<file path="config.mk">
export PLATFORM = sky130hd
export DESIGN_NAME = asch_cmd_handler
export DESIGN_NICKNAME = d
export VERILOG_FILES = /design/src/verilog/asch_pkg.sv /design/src/verilog/asch_soft_init.sv /design/src/verilog/asch_cmd_handler.sv
export SDC_FILE = /design/constraint.sdc
export NUM_CORES = 1
export LEC_CHECK = 0
export BUFFER_PORTS_ARGS = -buffer_cell sky130_fd_sc_hd__buf_2
export CAP_MARGIN = 0
export CORE_ASPECT_RATIO = 1.2
export CORE_MARGIN = 2
export CORE_UTILIZATION = 40
export DETAILED_ROUTE_END_ITERATION = 8
export GPL_ROUTABILITY_DRIVEN = 0
export SLEW_MARGIN = 30
export SYNTH_ARGS = -nofsm -noshare
export SYNTH_HDL_FRONTEND = slang
export SYNTH_HIERARCHICAL = 1
export SYNTH_SLANG_ARGS = --single-unit
</file>
<file path="constraint.sdc">
create_clock -name pclk -period 11.7 [get_ports pclk]
set_input_delay 1.755 -clock pclk [delete_from_list [all_inputs] [get_ports pclk]]
set_output_delay 1.755 -clock pclk [all_outputs]
set_load 0.05 [all_outputs]
</file>
<file path="src/verilog/asch_pkg.sv">
// Constants, types and helpers for the ASCII settings command handler
//
// Notes on behaviour
// - Frame is tilde, two hex address digits, command letter, args, checksum, CR.
// - Accepted command answers '!' plus address; rejected one answers '?' plus address.
// - Bad syntax, link error or foreign address gives no answer at all.
// - Settings set takes two hex digits; bit 2 selects range saturation.
// - Saturation select chooses the over/under range reading style downstream.
// - Settings read returns the stored byte as two hex digits.
// - Calibration enable digit 1 enables, digit 0 disables calibration.
// - Calibration requests are refused until calibration has been enabled.
// - Soft init command arms software permission for baud and checksum change.
// - Label set stores up to six characters; later label read returns them.
// - Soft init timeout is two hex digits in seconds, at most sixty.
// - Config change without init pin needs soft init inside the timeout.
// - A zero soft init timeout refuses every software-only config change.
// - Soft init timeout is zero after reset.
// - Double-asterisk host alive frame is taken by all and never answered.
// - Watchdog status read, command digit 0, returns the watchdog status.
// - Status byte: bit 7 watchdog enabled, bit 2 watchdog timeout seen.
// - Timeout flag is kept until the watchdog status clear command.
package asch_pkg;

    //--------------------------------------------------------------
    // Register map and reset values
    //--------------------------------------------------------------
    localparam logic [11:0] ASCH_OFF_CTRL     = 12'h000;
    localparam logic [11:0] ASCH_OFF_STATUS   = 12'h004;
    localparam logic [11:0] ASCH_OFF_LABEL_LO = 12'h008;
    localparam logic [11:0] ASCH_OFF_LABEL_HI = 12'h00c;
    localparam int          ASCH_CTRL_CKS_BIT = 8;
    localparam logic [7:0]  ASCH_ADDR_RST     = 8'h01;
    localparam logic [7:0]  ASCH_MISC_RST     = 8'h00;
    localparam logic [7:0]  ASCH_TMO_RST      = 8'h00;
    localparam int          ASCH_SR_BIT       = 2;
    localparam int          ASCH_WDT_EN_BIT   = 7;
    localparam int          ASCH_WDT_TO_BIT   = 2;
    localparam logic [7:0]  ASCH_TMO_MAX      = 8'h3c;
    localparam logic [3:0]  ASCH_FRAME_MAX    = 4'hc;
    localparam logic [3:0]  ASCH_LABEL_MAX    = 4'h6;

    //--------------------------------------------------------------
    // Timing
    //--------------------------------------------------------------
    localparam int ASCH_SEC_S      = 1;
    localparam int ASCH_CLK_HZ     = 50000000;
    localparam int ASCH_SEC_CYCLES = ASCH_SEC_S * ASCH_CLK_HZ;

    //--------------------------------------------------------------
    // Characters of the command link
    //--------------------------------------------------------------
    localparam logic [7:0] ASCH_CH_TILDE = 8'h7e;
    localparam logic [7:0] ASCH_CH_CR    = 8'h0d;
    localparam logic [7:0] ASCH_CH_OK    = 8'h21;
    localparam logic [7:0] ASCH_CH_BAD   = 8'h3f;
    localparam logic [7:0] ASCH_CH_STAR  = 8'h2a;
    localparam logic [7:0] ASCH_CH_0     = 8'h30;
    localparam logic [7:0] ASCH_CH_1     = 8'h31;
    localparam logic [7:0] ASCH_CMD_MISC = 8'h44;
    localparam logic [7:0] ASCH_CMD_CAL  = 8'h45;
    localparam logic [7:0] ASCH_CMD_ARM  = 8'h49;
    localparam logic [7:0] ASCH_CMD_LBL  = 8'h4f;
    localparam logic [7:0] ASCH_CMD_TMO  = 8'h54;

    //--------------------------------------------------------------
    // Types
    //--------------------------------------------------------------
    typedef enum logic [3:0] {
        ST_HUNT    = 4'b0001,
        ST_COLLECT = 4'b0010,
        ST_DECODE  = 4'b0100,
        ST_SEND    = 4'b1000
    } asch_state_t;

    typedef enum logic [1:0] {
        RPL_NONE = 2'h0,
        RPL_OK   = 2'h1,
        RPL_BAD  = 2'h2
    } asch_reply_t;

    //--------------------------------------------------------------
    // Hex helpers
    //--------------------------------------------------------------
    function automatic logic [4:0] asch_hex_val(input logic [7:0] c);
        if (c >= 8'h30 && c <= 8'h39)
            return {1'b1, c[3:0]};
        else if ((c >= 8'h41 && c <= 8'h46) || (c >= 8'h61 && c <= 8'h66))
            return {1'b1, 4'(c[3:0] + 4'h9)};
        else
            return 5'h00;
    endfunction

    function automatic logic [8:0] asch_hex_pair(input logic [7:0] hi,
                                                 input logic [7:0] lo);
        logic [4:0] h;
        logic [4:0] l;
        h = asch_hex_val(hi);
        l = asch_hex_val(lo);
        return {h[4] & l[4], h[3:0], l[3:0]};
    endfunction

    function automatic logic [7:0] asch_hex_char(input logic [3:0] n);
        return (n < 4'ha) ? {4'h3, n} : 8'(8'h37 + {4'h0, n});
    endfunction

endpackage

</file>
<file path="src/verilog/asch_soft_init.sv">
// Soft init permission window with a seconds counter
`timescale 1ns/100ps

module asch_soft_init import asch_pkg::*; #(
    parameter int unsigned SEC_CYCLES = ASCH_SEC_CYCLES
) (
    // Clock and reset
    input  wire logic       pclk,
    input  wire logic       presetn,
    // Control
    input  wire logic       arm,
    input  wire logic       consume,
    input  wire logic [7:0] timeout_s,
    // Status
    output logic            window_open
);

    logic [31:0] cyc;
    logic [7:0]  secs;

    // Open on arm with a nonzero timeout, close on timeout, on a zero timeout or on a used change
    always_ff @(posedge pclk or negedge presetn) begin
        if (!presetn) begin
            window_open <= 1'b0;
            cyc         <= 32'h0;
            secs        <= 8'h00;
        end else if (arm) begin
            window_open <= (timeout_s != 8'h00);
            cyc         <= 32'h0;
            secs        <= 8'h00;
        end else if (consume || timeout_s == 8'h00) begin
            window_open <= 1'b0;
        end else if (window_open) begin
            if (cyc == 32'(SEC_CYCLES - 1)) begin
                cyc  <= 32'h0;
                secs <= 8'(secs + 8'h01);
                if (8'(secs + 8'h01) >= timeout_s)
                    window_open <= 1'b0;
            end else begin
                cyc <= 32'(cyc + 32'h1);
            end
        end
    end

endmodule

</file>
<file path="src/verilog/asch_cmd_handler.sv">
// Tilde command interpreter with APB settings access
//
// The implementer's own choices: the APB interface to the registers and the register offsets.
`timescale 1ns/100ps

module asch_cmd_handler import asch_pkg::*; #(
    parameter int unsigned SEC_CYCLES = ASCH_SEC_CYCLES
) (
    // APB slave
    input  wire logic        pclk,
    input  wire logic        presetn,
    input  wire logic [11:0] paddr,
    input  wire logic        psel,
    input  wire logic        penable,
    input  wire logic        pwrite,
    input  wire logic [31:0] pwdata,
    output logic [31:0]      prdata,
    output logic             pready,
    output logic             pslverr,
    // Received characters
    input  wire logic [7:0]  rx_data,
    input  wire logic        rx_valid,
    input  wire logic        rx_error,
    // Reply characters
    output logic [7:0]       tx_data,
    output logic             tx_valid,
    input  wire logic        tx_ready,
    // Watchdog
    input  wire logic        wdt_enabled,
    input  wire logic        wdt_timeout,
    output logic             host_alive,
    // Calibration gate
    input  wire logic        cal_req,
    output logic             cal_grant,
    output logic             cal_deny,
    // Config change gate
    input  wire logic        init_pin_n,
    input  wire logic        cfg_req,
    output logic             cfg_grant,
    output logic             cfg_deny,
    // Settings
    output logic             range_saturation_select,
    output logic             calibration_enabled,
    output logic             soft_init_open
);

    //--------------------------------------------------------------
    // Storage
    //--------------------------------------------------------------
    asch_state_t state;
    logic [7:0]  own_addr, misc, tmo, fsum;
    logic        cks_en, wdt_flag, fbad;
    logic [7:0]  label [0:5];
    logic [3:0]  label_len, flen, tx_cnt;
    logic [7:0]  fbuf [0:15];
    logic [63:0] tx_shift;
    logic [1:0]  init_sync;

    //--------------------------------------------------------------
    // Decode signals
    //--------------------------------------------------------------
    logic [7:0]  ck_a, ck_b, body_sum, rdat, rsum;
    logic [8:0]  ck_rx, addr_rx, arg_rx;
    logic [3:0]  blen, msg_len, head_len;
    logic        good, mine, is_alive, rdat_en;
    logic        do_misc, do_cal, do_arm, do_label, do_tmo, do_wclr;
    logic        init_active, cfg_consume, setup, wr_acc, mapped;
    asch_reply_t reply;
    logic [63:0] msg;
    logic [23:0] tail;
    logic [31:0] rd_mux;

    //--------------------------------------------------------------
    // Frame decode
    //--------------------------------------------------------------
    always_comb begin
        ck_a     = fbuf[4'(flen - 4'd2)];
        ck_b     = fbuf[4'(flen - 4'd1)];
        ck_rx    = asch_hex_pair(ck_a, ck_b);
        body_sum = 8'(fsum - ck_a - ck_b);
        blen     = cks_en ? 4'(flen - 4'd2) : flen;
        // Checksum failure counts as a link error
        good     = !fbad && (!cks_en || (flen >= 4'd2 && ck_rx[8]
                   && ck_rx[7:0] == body_sum));
        addr_rx  = asch_hex_pair(fbuf[0], fbuf[1]);
        arg_rx   = asch_hex_pair(fbuf[3], fbuf[4]);
        is_alive = good && blen == 4'd2 && fbuf[0] == ASCH_CH_STAR
                   && fbuf[1] == ASCH_CH_STAR;
        mine     = good && blen >= 4'd3 && addr_rx[8]
                   && addr_rx[7:0] == own_addr;
        reply    = RPL_NONE;
        rdat_en  = 1'b0;
        rdat     = 8'h00;
        do_misc  = 1'b0;
        do_cal   = 1'b0;
        do_arm   = 1'b0;
        do_label = 1'b0;
        do_tmo   = 1'b0;
        do_wclr  = 1'b0;
        if (mine) begin
            case (fbuf[2])
                ASCH_CMD_MISC: begin
                    if (blen == 4'd3) begin
                        reply   = RPL_OK;
                        rdat_en = 1'b1;
                        rdat    = misc;
                    end else if (blen == 4'd5 && arg_rx[8]) begin
                        reply   = RPL_OK;
                        do_misc = 1'b1;
                    end
                end
                ASCH_CMD_CAL: begin
                    if (blen == 4'd4) begin
                        do_cal = fbuf[3] == ASCH_CH_0
                                 || fbuf[3] == ASCH_CH_1;
                        reply  = do_cal ? RPL_OK : RPL_BAD;
                    end
                end
                ASCH_CMD_ARM: begin
                    if (blen == 4'd3) begin
                        reply  = RPL_OK;
                        do_arm = 1'b1;
                    end
                end
                ASCH_CMD_LBL: begin
                    if (blen >= 4'd4 && blen <= 4'(ASCH_LABEL_MAX + 4'd3)) begin
                        reply    = RPL_OK;
                        do_label = 1'b1;
                    end
                end
                ASCH_CMD_TMO: begin
                    if (blen == 4'd5 && arg_rx[8]) begin
                        do_tmo = arg_rx[7:0] <= ASCH_TMO_MAX;
                        reply  = do_tmo ? RPL_OK : RPL_BAD;
                    end
                end
                ASCH_CH_0: begin
                    if (blen == 4'd3) begin
                        reply   = RPL_OK;
                        rdat_en = 1'b1;
                        rdat    = 8'h00;
                        rdat[ASCH_WDT_EN_BIT] = wdt_enabled;
                        rdat[ASCH_WDT_TO_BIT] = wdt_flag;
                    end
                end
                ASCH_CH_1: begin
                    if (blen == 4'd3) begin
                        reply   = RPL_OK;
                        do_wclr = 1'b1;
                    end
                end
                default: reply = RPL_NONE;
            endcase
        end
    end

    //--------------------------------------------------------------
    // Reply assembly, first character in the low byte
    //--------------------------------------------------------------
    always_comb begin
        msg = {40'h0, asch_hex_char(own_addr[3:0]),
               asch_hex_char(own_addr[7:4]),
               (reply == RPL_OK) ? ASCH_CH_OK : ASCH_CH_BAD};
        if (rdat_en)
            msg[39:24] = {asch_hex_char(rdat[3:0]),
                          asch_hex_char(rdat[7:4])};
        head_len = rdat_en ? 4'd5 : 4'd3;
        rsum     = 8'(msg[7:0] + msg[15:8] + msg[23:16]
                      + msg[31:24] + msg[39:32]);
        tail     = cks_en ? {ASCH_CH_CR, asch_hex_char(rsum[3:0]),
                             asch_hex_char(rsum[7:4])}
                          : {16'h0, ASCH_CH_CR};
        msg      = msg | ({40'h0, tail} << (8 * head_len));
        msg_len  = 4'(head_len + (cks_en ? 4'd3 : 4'd1));
    end

    //--------------------------------------------------------------
    // Frame collection and reply sending
    //--------------------------------------------------------------
    always_ff @(posedge pclk or negedge presetn) begin
        if (!presetn) begin
            state    <= ST_HUNT;
            flen     <= 4'h0;
            fsum     <= 8'h00;
            fbad     <= 1'b0;
            tx_shift <= 64'h0;
            tx_cnt   <= 4'h0;
            tx_valid <= 1'b0;
        end else begin
            unique case (state)
                ST_HUNT: begin
                    if (rx_valid && rx_data == ASCH_CH_TILDE) begin
                        state <= ST_COLLECT;
                        flen  <= 4'h0;
                        fsum  <= ASCH_CH_TILDE;
                        fbad  <= rx_error;
                    end
                end
                ST_COLLECT: begin
                    if (rx_error)
                        fbad <= 1'b1;
                    if (rx_valid) begin
                        if (rx_data == ASCH_CH_CR) begin
                            state <= ST_DECODE;
                        end else if (rx_data == ASCH_CH_TILDE) begin
                            flen <= 4'h0;
                            fsum <= ASCH_CH_TILDE;
                            fbad <= rx_error;
                        end else if (flen == ASCH_FRAME_MAX) begin
                            fbad <= 1'b1;
                        end else begin
                            flen <= 4'(flen + 4'h1);
                            fsum <= 8'(fsum + rx_data);
                        end
                    end
                end
                ST_DECODE: begin
                    if (reply == RPL_NONE) begin
                        state <= ST_HUNT;
                    end else begin
                        state    <= ST_SEND;
                        tx_shift <= msg;
                        tx_cnt   <= msg_len;
                        tx_valid <= 1'b1;
                    end
                end
                ST_SEND: begin
                    if (tx_ready) begin
                        tx_shift <= tx_shift >> 8;
                        tx_cnt   <= 4'(tx_cnt - 4'h1);
                        if (tx_cnt == 4'h1) begin
                            tx_valid <= 1'b0;
                            state    <= ST_HUNT;
                        end
                    end
                end
            endcase
        end
    end

    assign tx_data = tx_shift[7:0];

    // Frame character store
    always_ff @(posedge pclk) begin
        if (state == ST_COLLECT && rx_valid && rx_data != ASCH_CH_CR
            && rx_data != ASCH_CH_TILDE && flen != ASCH_FRAME_MAX)
            fbuf[flen] <= rx_data;
    end

    //--------------------------------------------------------------
    // Settings updated by commands
    //--------------------------------------------------------------
    always_ff @(posedge pclk or negedge presetn) begin
        if (!presetn) begin
            misc                <= ASCH_MISC_RST;
            tmo                 <= ASCH_TMO_RST;
            calibration_enabled <= 1'b0;
            host_alive          <= 1'b0;
        end else begin
            host_alive <= state == ST_DECODE && is_alive;
            if (state == ST_DECODE) begin
                if (do_misc)
                    misc <= arg_rx[7:0];
                if (do_tmo)
                    tmo <= arg_rx[7:0];
                if (do_cal)
                    calibration_enabled <= fbuf[3] == ASCH_CH_1;
            end
        end
    end

    assign range_saturation_select = misc[ASCH_SR_BIT];

    // Label store, unused slots cleared
    always_ff @(posedge pclk or negedge presetn) begin
        if (!presetn) begin
            label_len <= 4'h0;
            for (int i = 0; i < 6; i++)
                label[i] <= 8'h00;
        end else if (state == ST_DECODE && do_label) begin
            label_len <= 4'(blen - 4'd3);
            for (int i = 0; i < 6; i++)
                label[i] <= (4'(i) < 4'(blen - 4'd3)) ? fbuf[i + 3] : 8'h00;
        end
    end

    // Watchdog timeout flag, a new timeout beats the clear
    always_ff @(posedge pclk or negedge presetn) begin
        if (!presetn)
            wdt_flag <= 1'b0;
        else if (wdt_timeout)
            wdt_flag <= 1'b1;
        else if (state == ST_DECODE && do_wclr)
            wdt_flag <= 1'b0;
    end

    //--------------------------------------------------------------
    // Calibration and config change gates
    //--------------------------------------------------------------
    always_ff @(posedge pclk or negedge presetn) begin
        if (!presetn)
            init_sync <= 2'b11;
        else
            init_sync <= {init_sync[0], init_pin_n};
    end

    assign init_active = !init_sync[1];
    assign cfg_consume = cfg_req && !init_active && soft_init_open;

    always_ff @(posedge pclk or negedge presetn) begin
        if (!presetn) begin
            cal_grant <= 1'b0;
            cal_deny  <= 1'b0;
            cfg_grant <= 1'b0;
            cfg_deny  <= 1'b0;
        end else begin
            cal_grant <= cal_req && calibration_enabled;
            cal_deny  <= cal_req && !calibration_enabled;
            cfg_grant <= cfg_req && (init_active || soft_init_open);
            cfg_deny  <= cfg_req && !init_active
                         && !soft_init_open;
        end
    end

    asch_soft_init #(
        .SEC_CYCLES (SEC_CYCLES)
    ) u_soft_init (
        .pclk        (pclk),
        .presetn     (presetn),
        .arm         (state == ST_DECODE && do_arm),
        .consume     (cfg_consume),
        .timeout_s   (tmo),
        .window_open (soft_init_open)
    );

    //--------------------------------------------------------------
    // APB slave, no wait states
    //--------------------------------------------------------------
    assign setup  = psel && !penable;
    assign wr_acc = psel && penable && pready && pwrite;

    always_comb begin
        mapped = 1'b1;
        rd_mux = 32'h0;
        case (paddr)
            ASCH_OFF_CTRL:
                rd_mux = {23'h0, cks_en, own_addr};
            ASCH_OFF_STATUS:
                rd_mux = {13'h0, wdt_flag, soft_init_open,
                          calibration_enabled, tmo, misc};
            ASCH_OFF_LABEL_LO:
                rd_mux = {label[3], label[2], label[1], label[0]};
            ASCH_OFF_LABEL_HI:
                rd_mux = {4'h0, label_len, 8'h00, label[5], label[4]};
            default:
                mapped = 1'b0;
        endcase
    end

    always_ff @(posedge pclk or negedge presetn) begin
        if (!presetn) begin
            pready  <= 1'b0;
            pslverr <= 1'b0;
            prdata  <= 32'h0;
        end else begin
            pready  <= setup;
            pslverr <= setup && !mapped;
            if (setup)
                prdata <= pwrite ? 32'h0 : rd_mux;
        end
    end

    // Control register
    always_ff @(posedge pclk or negedge presetn) begin
        if (!presetn) begin
            own_addr <= ASCH_ADDR_RST;
            cks_en   <= 1'b0;
        end else if (wr_acc && paddr == ASCH_OFF_CTRL) begin
            own_addr <= pwdata[7:0];
            cks_en   <= pwdata[ASCH_CTRL_CKS_BIT];
        end
    end

endmodule

</file>
==> results.sh <==
export IMPL_status="complete, no violations"
export IMPL_tns_ns=0
export IMPL_dpl_cell_count=2711
export IMPL_cts_hold_buf=0
export IMPL_grt_use_total=0.213
export IMPL_setup_violations=0
export IMPL_ioPinCount=116
export IMPL_clkSinkCount=365
export IMPL_num_antenna_cells=0
export IMPL_syn_avg_cell_area_um2=10.9
export IMPL_slew_viol_final=0
export IMPL_drt_iter0_markers=1351
export IMPL_r2r_end="tx_shift[26]"
export IMPL_holdPathEnd="init_sync[1]"
export IMPL_hold_class="reg -> reg"
export IMPL_final_cell_count_no_fill=2787
export IMPL_synth_cell_area_um2=21600
export IMPL_max_freq_ghz=0.0903
export IMPL_cts_resized=0
export IMPL_num_rows=93
export IMPL_synthFlopType="dfrtp_1"
export IMPL_yosys_warnings=6
export IMPL_crit_slowest_cell="dfrtp_1"
export IMPL_vias=16100
export IMPL_cts_setup_buffers=0
export IMPL_overflow=0
export IMPL_tritoncts="done"
export IMPL_area_delta_synth_final_pct=11.4
export IMPL_rr_startpoint="flen[2]"
export IMPL_reg2reg_slack_ns=0.63
export IMPL_postPlaceCellArea_um2=22600
export IMPL_synth_cell_types=86
export IMPL_grt_pass1_vias=16100
export IMPL_critPathLaunchType="flip-flop"
export IMPL_clockRootBuffer="clkbuf_16"
export IMPL_dpl_worst_slack_ns=0.711
export IMPL_powerDensity_nw_per_um2=267
export IMPL_wl_met3_mm=2.83
export IMPL_port_buffers=91
export IMPL_drc_errors=0
export IMPL_grt_pass1_wl_mm=93.0
export IMPL_clk_pin_slew_ns=0.06
export IMPL_fin_crit_sh=0.947
export IMPL_min_from="init_sync[0]"
export IMPL_die_h_um=258
export IMPL_routed_wl_mm=59.1
export IMPL_path_class="reg -> reg"
export IMPL_met1_length_mm=24.3
export IMPL_drv_cap=0
export IMPL_highest_layer="met5"
export IMPL_crit_fanout=15
export IMPL_relSlewSlack=0.377
export IMPL_irDropWorstVdd_mv=0.378
export IMPL_skew_ns=0.0382
export IMPL_worst_setup_path_end_kind="flip-flop"
export IMPL_worst_pin_slew_ns=0.923
export IMPL_synthCells=1983
export IMPL_r2r_cells=37
export IMPL_ant_nets=0
export IMPL_drive_gt1_frac=0.175
export IMPL_fp_coreArea_um2=53500
export IMPL_nets=2211
export IMPL_area_sequential_um2=9780
export IMPL_critPathMaxStageDelay_ns=0.74
export IMPL_async_flop_share=0.649
export IMPL_die_area_um2=55800
export IMPL_arrival_ns=11.53
export IMPL_start_util=0.403
export IMPL_fillers=5002
export IMPL_dp_hpwl_mm=42.1
export IMPL_routed_via_density=5.76
export IMPL_critPathRequiredTime_ns=12.16
export IMPL_grt_max_degree=105
export IMPL_die_width_um=216
export IMPL_seq_area_frac_synth=0.453
export IMPL_setup_slack_ns=0.625
export IMPL_synth_edff_count=128
export IMPL_leakagePower_nw=9.89
export IMPL_routedWlPerCell_um=21.2
export IMPL_min_delay_path_depth=0
export IMPL_ys_seq_elements=365
export IMPL_period_minus_slack_ns=11.07
export IMPL_numCtsBuffers=41
export IMPL_grt_antenna_before_repair=1
export IMPL_firstDrtPassIters=5
export IMPL_multi_input_area_um2=10900
export IMPL_clkLatencyLatePin_ns=0.59
export IMPL_design_area_um2=24000
export IMPL_htreeDepth=2
export IMPL_hold_viol=0
export IMPL_met2_length_mm=29.8
export IMPL_cts_buffer_depth=3
export IMPL_rsz0062_at_grt="no"
==> cell families (layout without fill, tap and decap cells) <==
family,count (synthesis),in the layout,synth area share
muxes,166,166,0.120
xor gates and xnor gates,76,76,0.0333
and+or+nand+nor,608,608,0.145
other,1,9,0.000174
buffers and inverters,209,293,0.0444
DFF,365,365,0.453
adders and majority gates,104,104,0.0680
AOI/OAI and AO/OA,454,454,0.136
==> cell usage after synthesis, drive strengths merged (7+ instances only) <==
library cell  instances  area [um^2]
mux2i                45          454
a21o                 15          113
a22oi                23          173
o21bai               17          128
xor2                 34          313
or3                  14         87.6
fa                   22          440
o2111ai              12          105
o21ai               157          808
and2                 13         81.3
a31oi                13         81.3
clkbuf               64          240
xnor2                40          358
and4                 12          105
a21oi                82          410
o211ai               19          143
o211a                 8         80.1
or4                  27          210
a22o                 19          166
nor2                 88          333
and3                 26          163
buf                  50          360
nand2b               26          163
a31o                 10         87.6
o21a                  7         52.6
nand4                18          119
o31ai                13         97.6
nor4                 11          114
edfxtp              128         3840
nor4b                 8         76.3
or2                   9         56.3
mux4                 68         1530
inv                  94          353
nand3                59          295
ha                   82         1030
o22ai                 9         56.3
nor3                 32          160
a211oi               11         87.6
mux2                 53          597
dfrtp               233         5830
nand2               220          826
nor2b                19          119
==> where the power goes <==
part / switching [mW] / internal (mW) / total, mW
clock: 0.550 / 0.761 / 1.31
sequential: 0.0779 / 1.38 / 1.45
combinational: 2.05 / 1.60 / 3.65
total: 2.68 / 3.74 / 6.42
==> worst max-delay path: cells and delay by family, from the launching register on <==
family,cells,cell delay [ns]
buffers and inverters,3,0.34
xor gates and xnor gates,3,0.41
DFF,1,0.74
and+or+nand+nor,9,2.62
adders and majority gates,9,3.76
muxes,1,0.58
AOI/OAI and AO/OA,12,2.47
==> placed cells by master (no fill, tap or decap), types with 10 or more instances in the layout <==
cell / instances
xnor2_1: 39
and2_1: 12
or3_1: 14
a211oi_1: 10
or4_1: 25
nand2_1: 220
clkbuf_16: 42
nor3_1: 26
a31o_2: 10
and3_1: 26
and4_1: 12
fa_1: 22
a22oi_1: 23
buf_2: 90
o31ai_1: 13
nand4_1: 17
o211ai_1: 19
edfxtp_1: 128
nor2b_1: 19
xor2_1: 32
nand3_1: 59
mux4_2: 68
a21oi_1: 82
a21o_1: 15
buf_4: 28
o21ai_0: 98
inv_1: 94
ha_1: 81
a31oi_1: 13
a22o_1: 19
mux2_2: 52
dfrtp_1: 231
mux2i_1: 44
o21ai_1: 53
nand2b_1: 26
nor2_1: 87
o2111ai_1: 12
o21bai_1: 17
==> registers in the layout (all words and copies together), names as in the netlist, 8 cells and up <==
register / count
tx_shift: 54
u_soft_init/cyc: 32
label: 48
own_addr: 8
prdata: 32
fbuf: 128
misc: 8
tmo: 8
u_soft_init/secs: 8
fsum: 8
==> layer usage <==
| metal | vias up | global-route usage |
|---|---|---|
| met5 | - | 0 |
| met4 | 2 | 0.0782 |
| met3 | 105 | 0.0310 |
| met2 | 461 | 0.375 |
| met1 | 8063 | 0.266 |
| li1 | 7424 | - |
==> final cells by class <==
cell class | instances | area share
Timing Repair Buffer | 122 | 0.0295
Clock inverter | 18 | 0.00776
Clock buffer | 58 | 0.0496
Multi-Input combinational cell | 1417 | 0.454
Sequential cell | 365 | 0.407
Inverter | 95 | 0.0148
Tap cell | 712 | 0.0371
==> through the flow <==
| step | hold slack [ns] | total power [mW] | utilization |
|---|---|---|---|
| after floorplan | 0.345 | 4.31 | - |
| after global placement | 0.347 | 5.03 | 0.423 |
| after CTS | 0.358 | 6.43 | 0.449 |
| after global routing | 0.366 | 6.83 | 0.449 |
| final | 0.356 | 6.42 | 0.449 |
| after detailed placement | 0.349 | 5.08 | 0.423 |
==> how the worst max path moves through the flow <==
stage                     startpoint           end  slack [ns]  cells after the start
after CTS                    flen[2]  tx_shift[26]        0.71                     37
after floorplan              flen[1]  tx_shift[26]        1.01                     42
after global placement       flen[2]  tx_shift[25]        0.91                     36
final                        flen[2]  tx_shift[26]        0.63                     37
after detailed placement     flen[2]  tx_shift[26]        0.71                     37
after global routing         flen[2]  tx_shift[26]        0.12                     37
No activity file was read; power rests on OpenSTA's default activity.
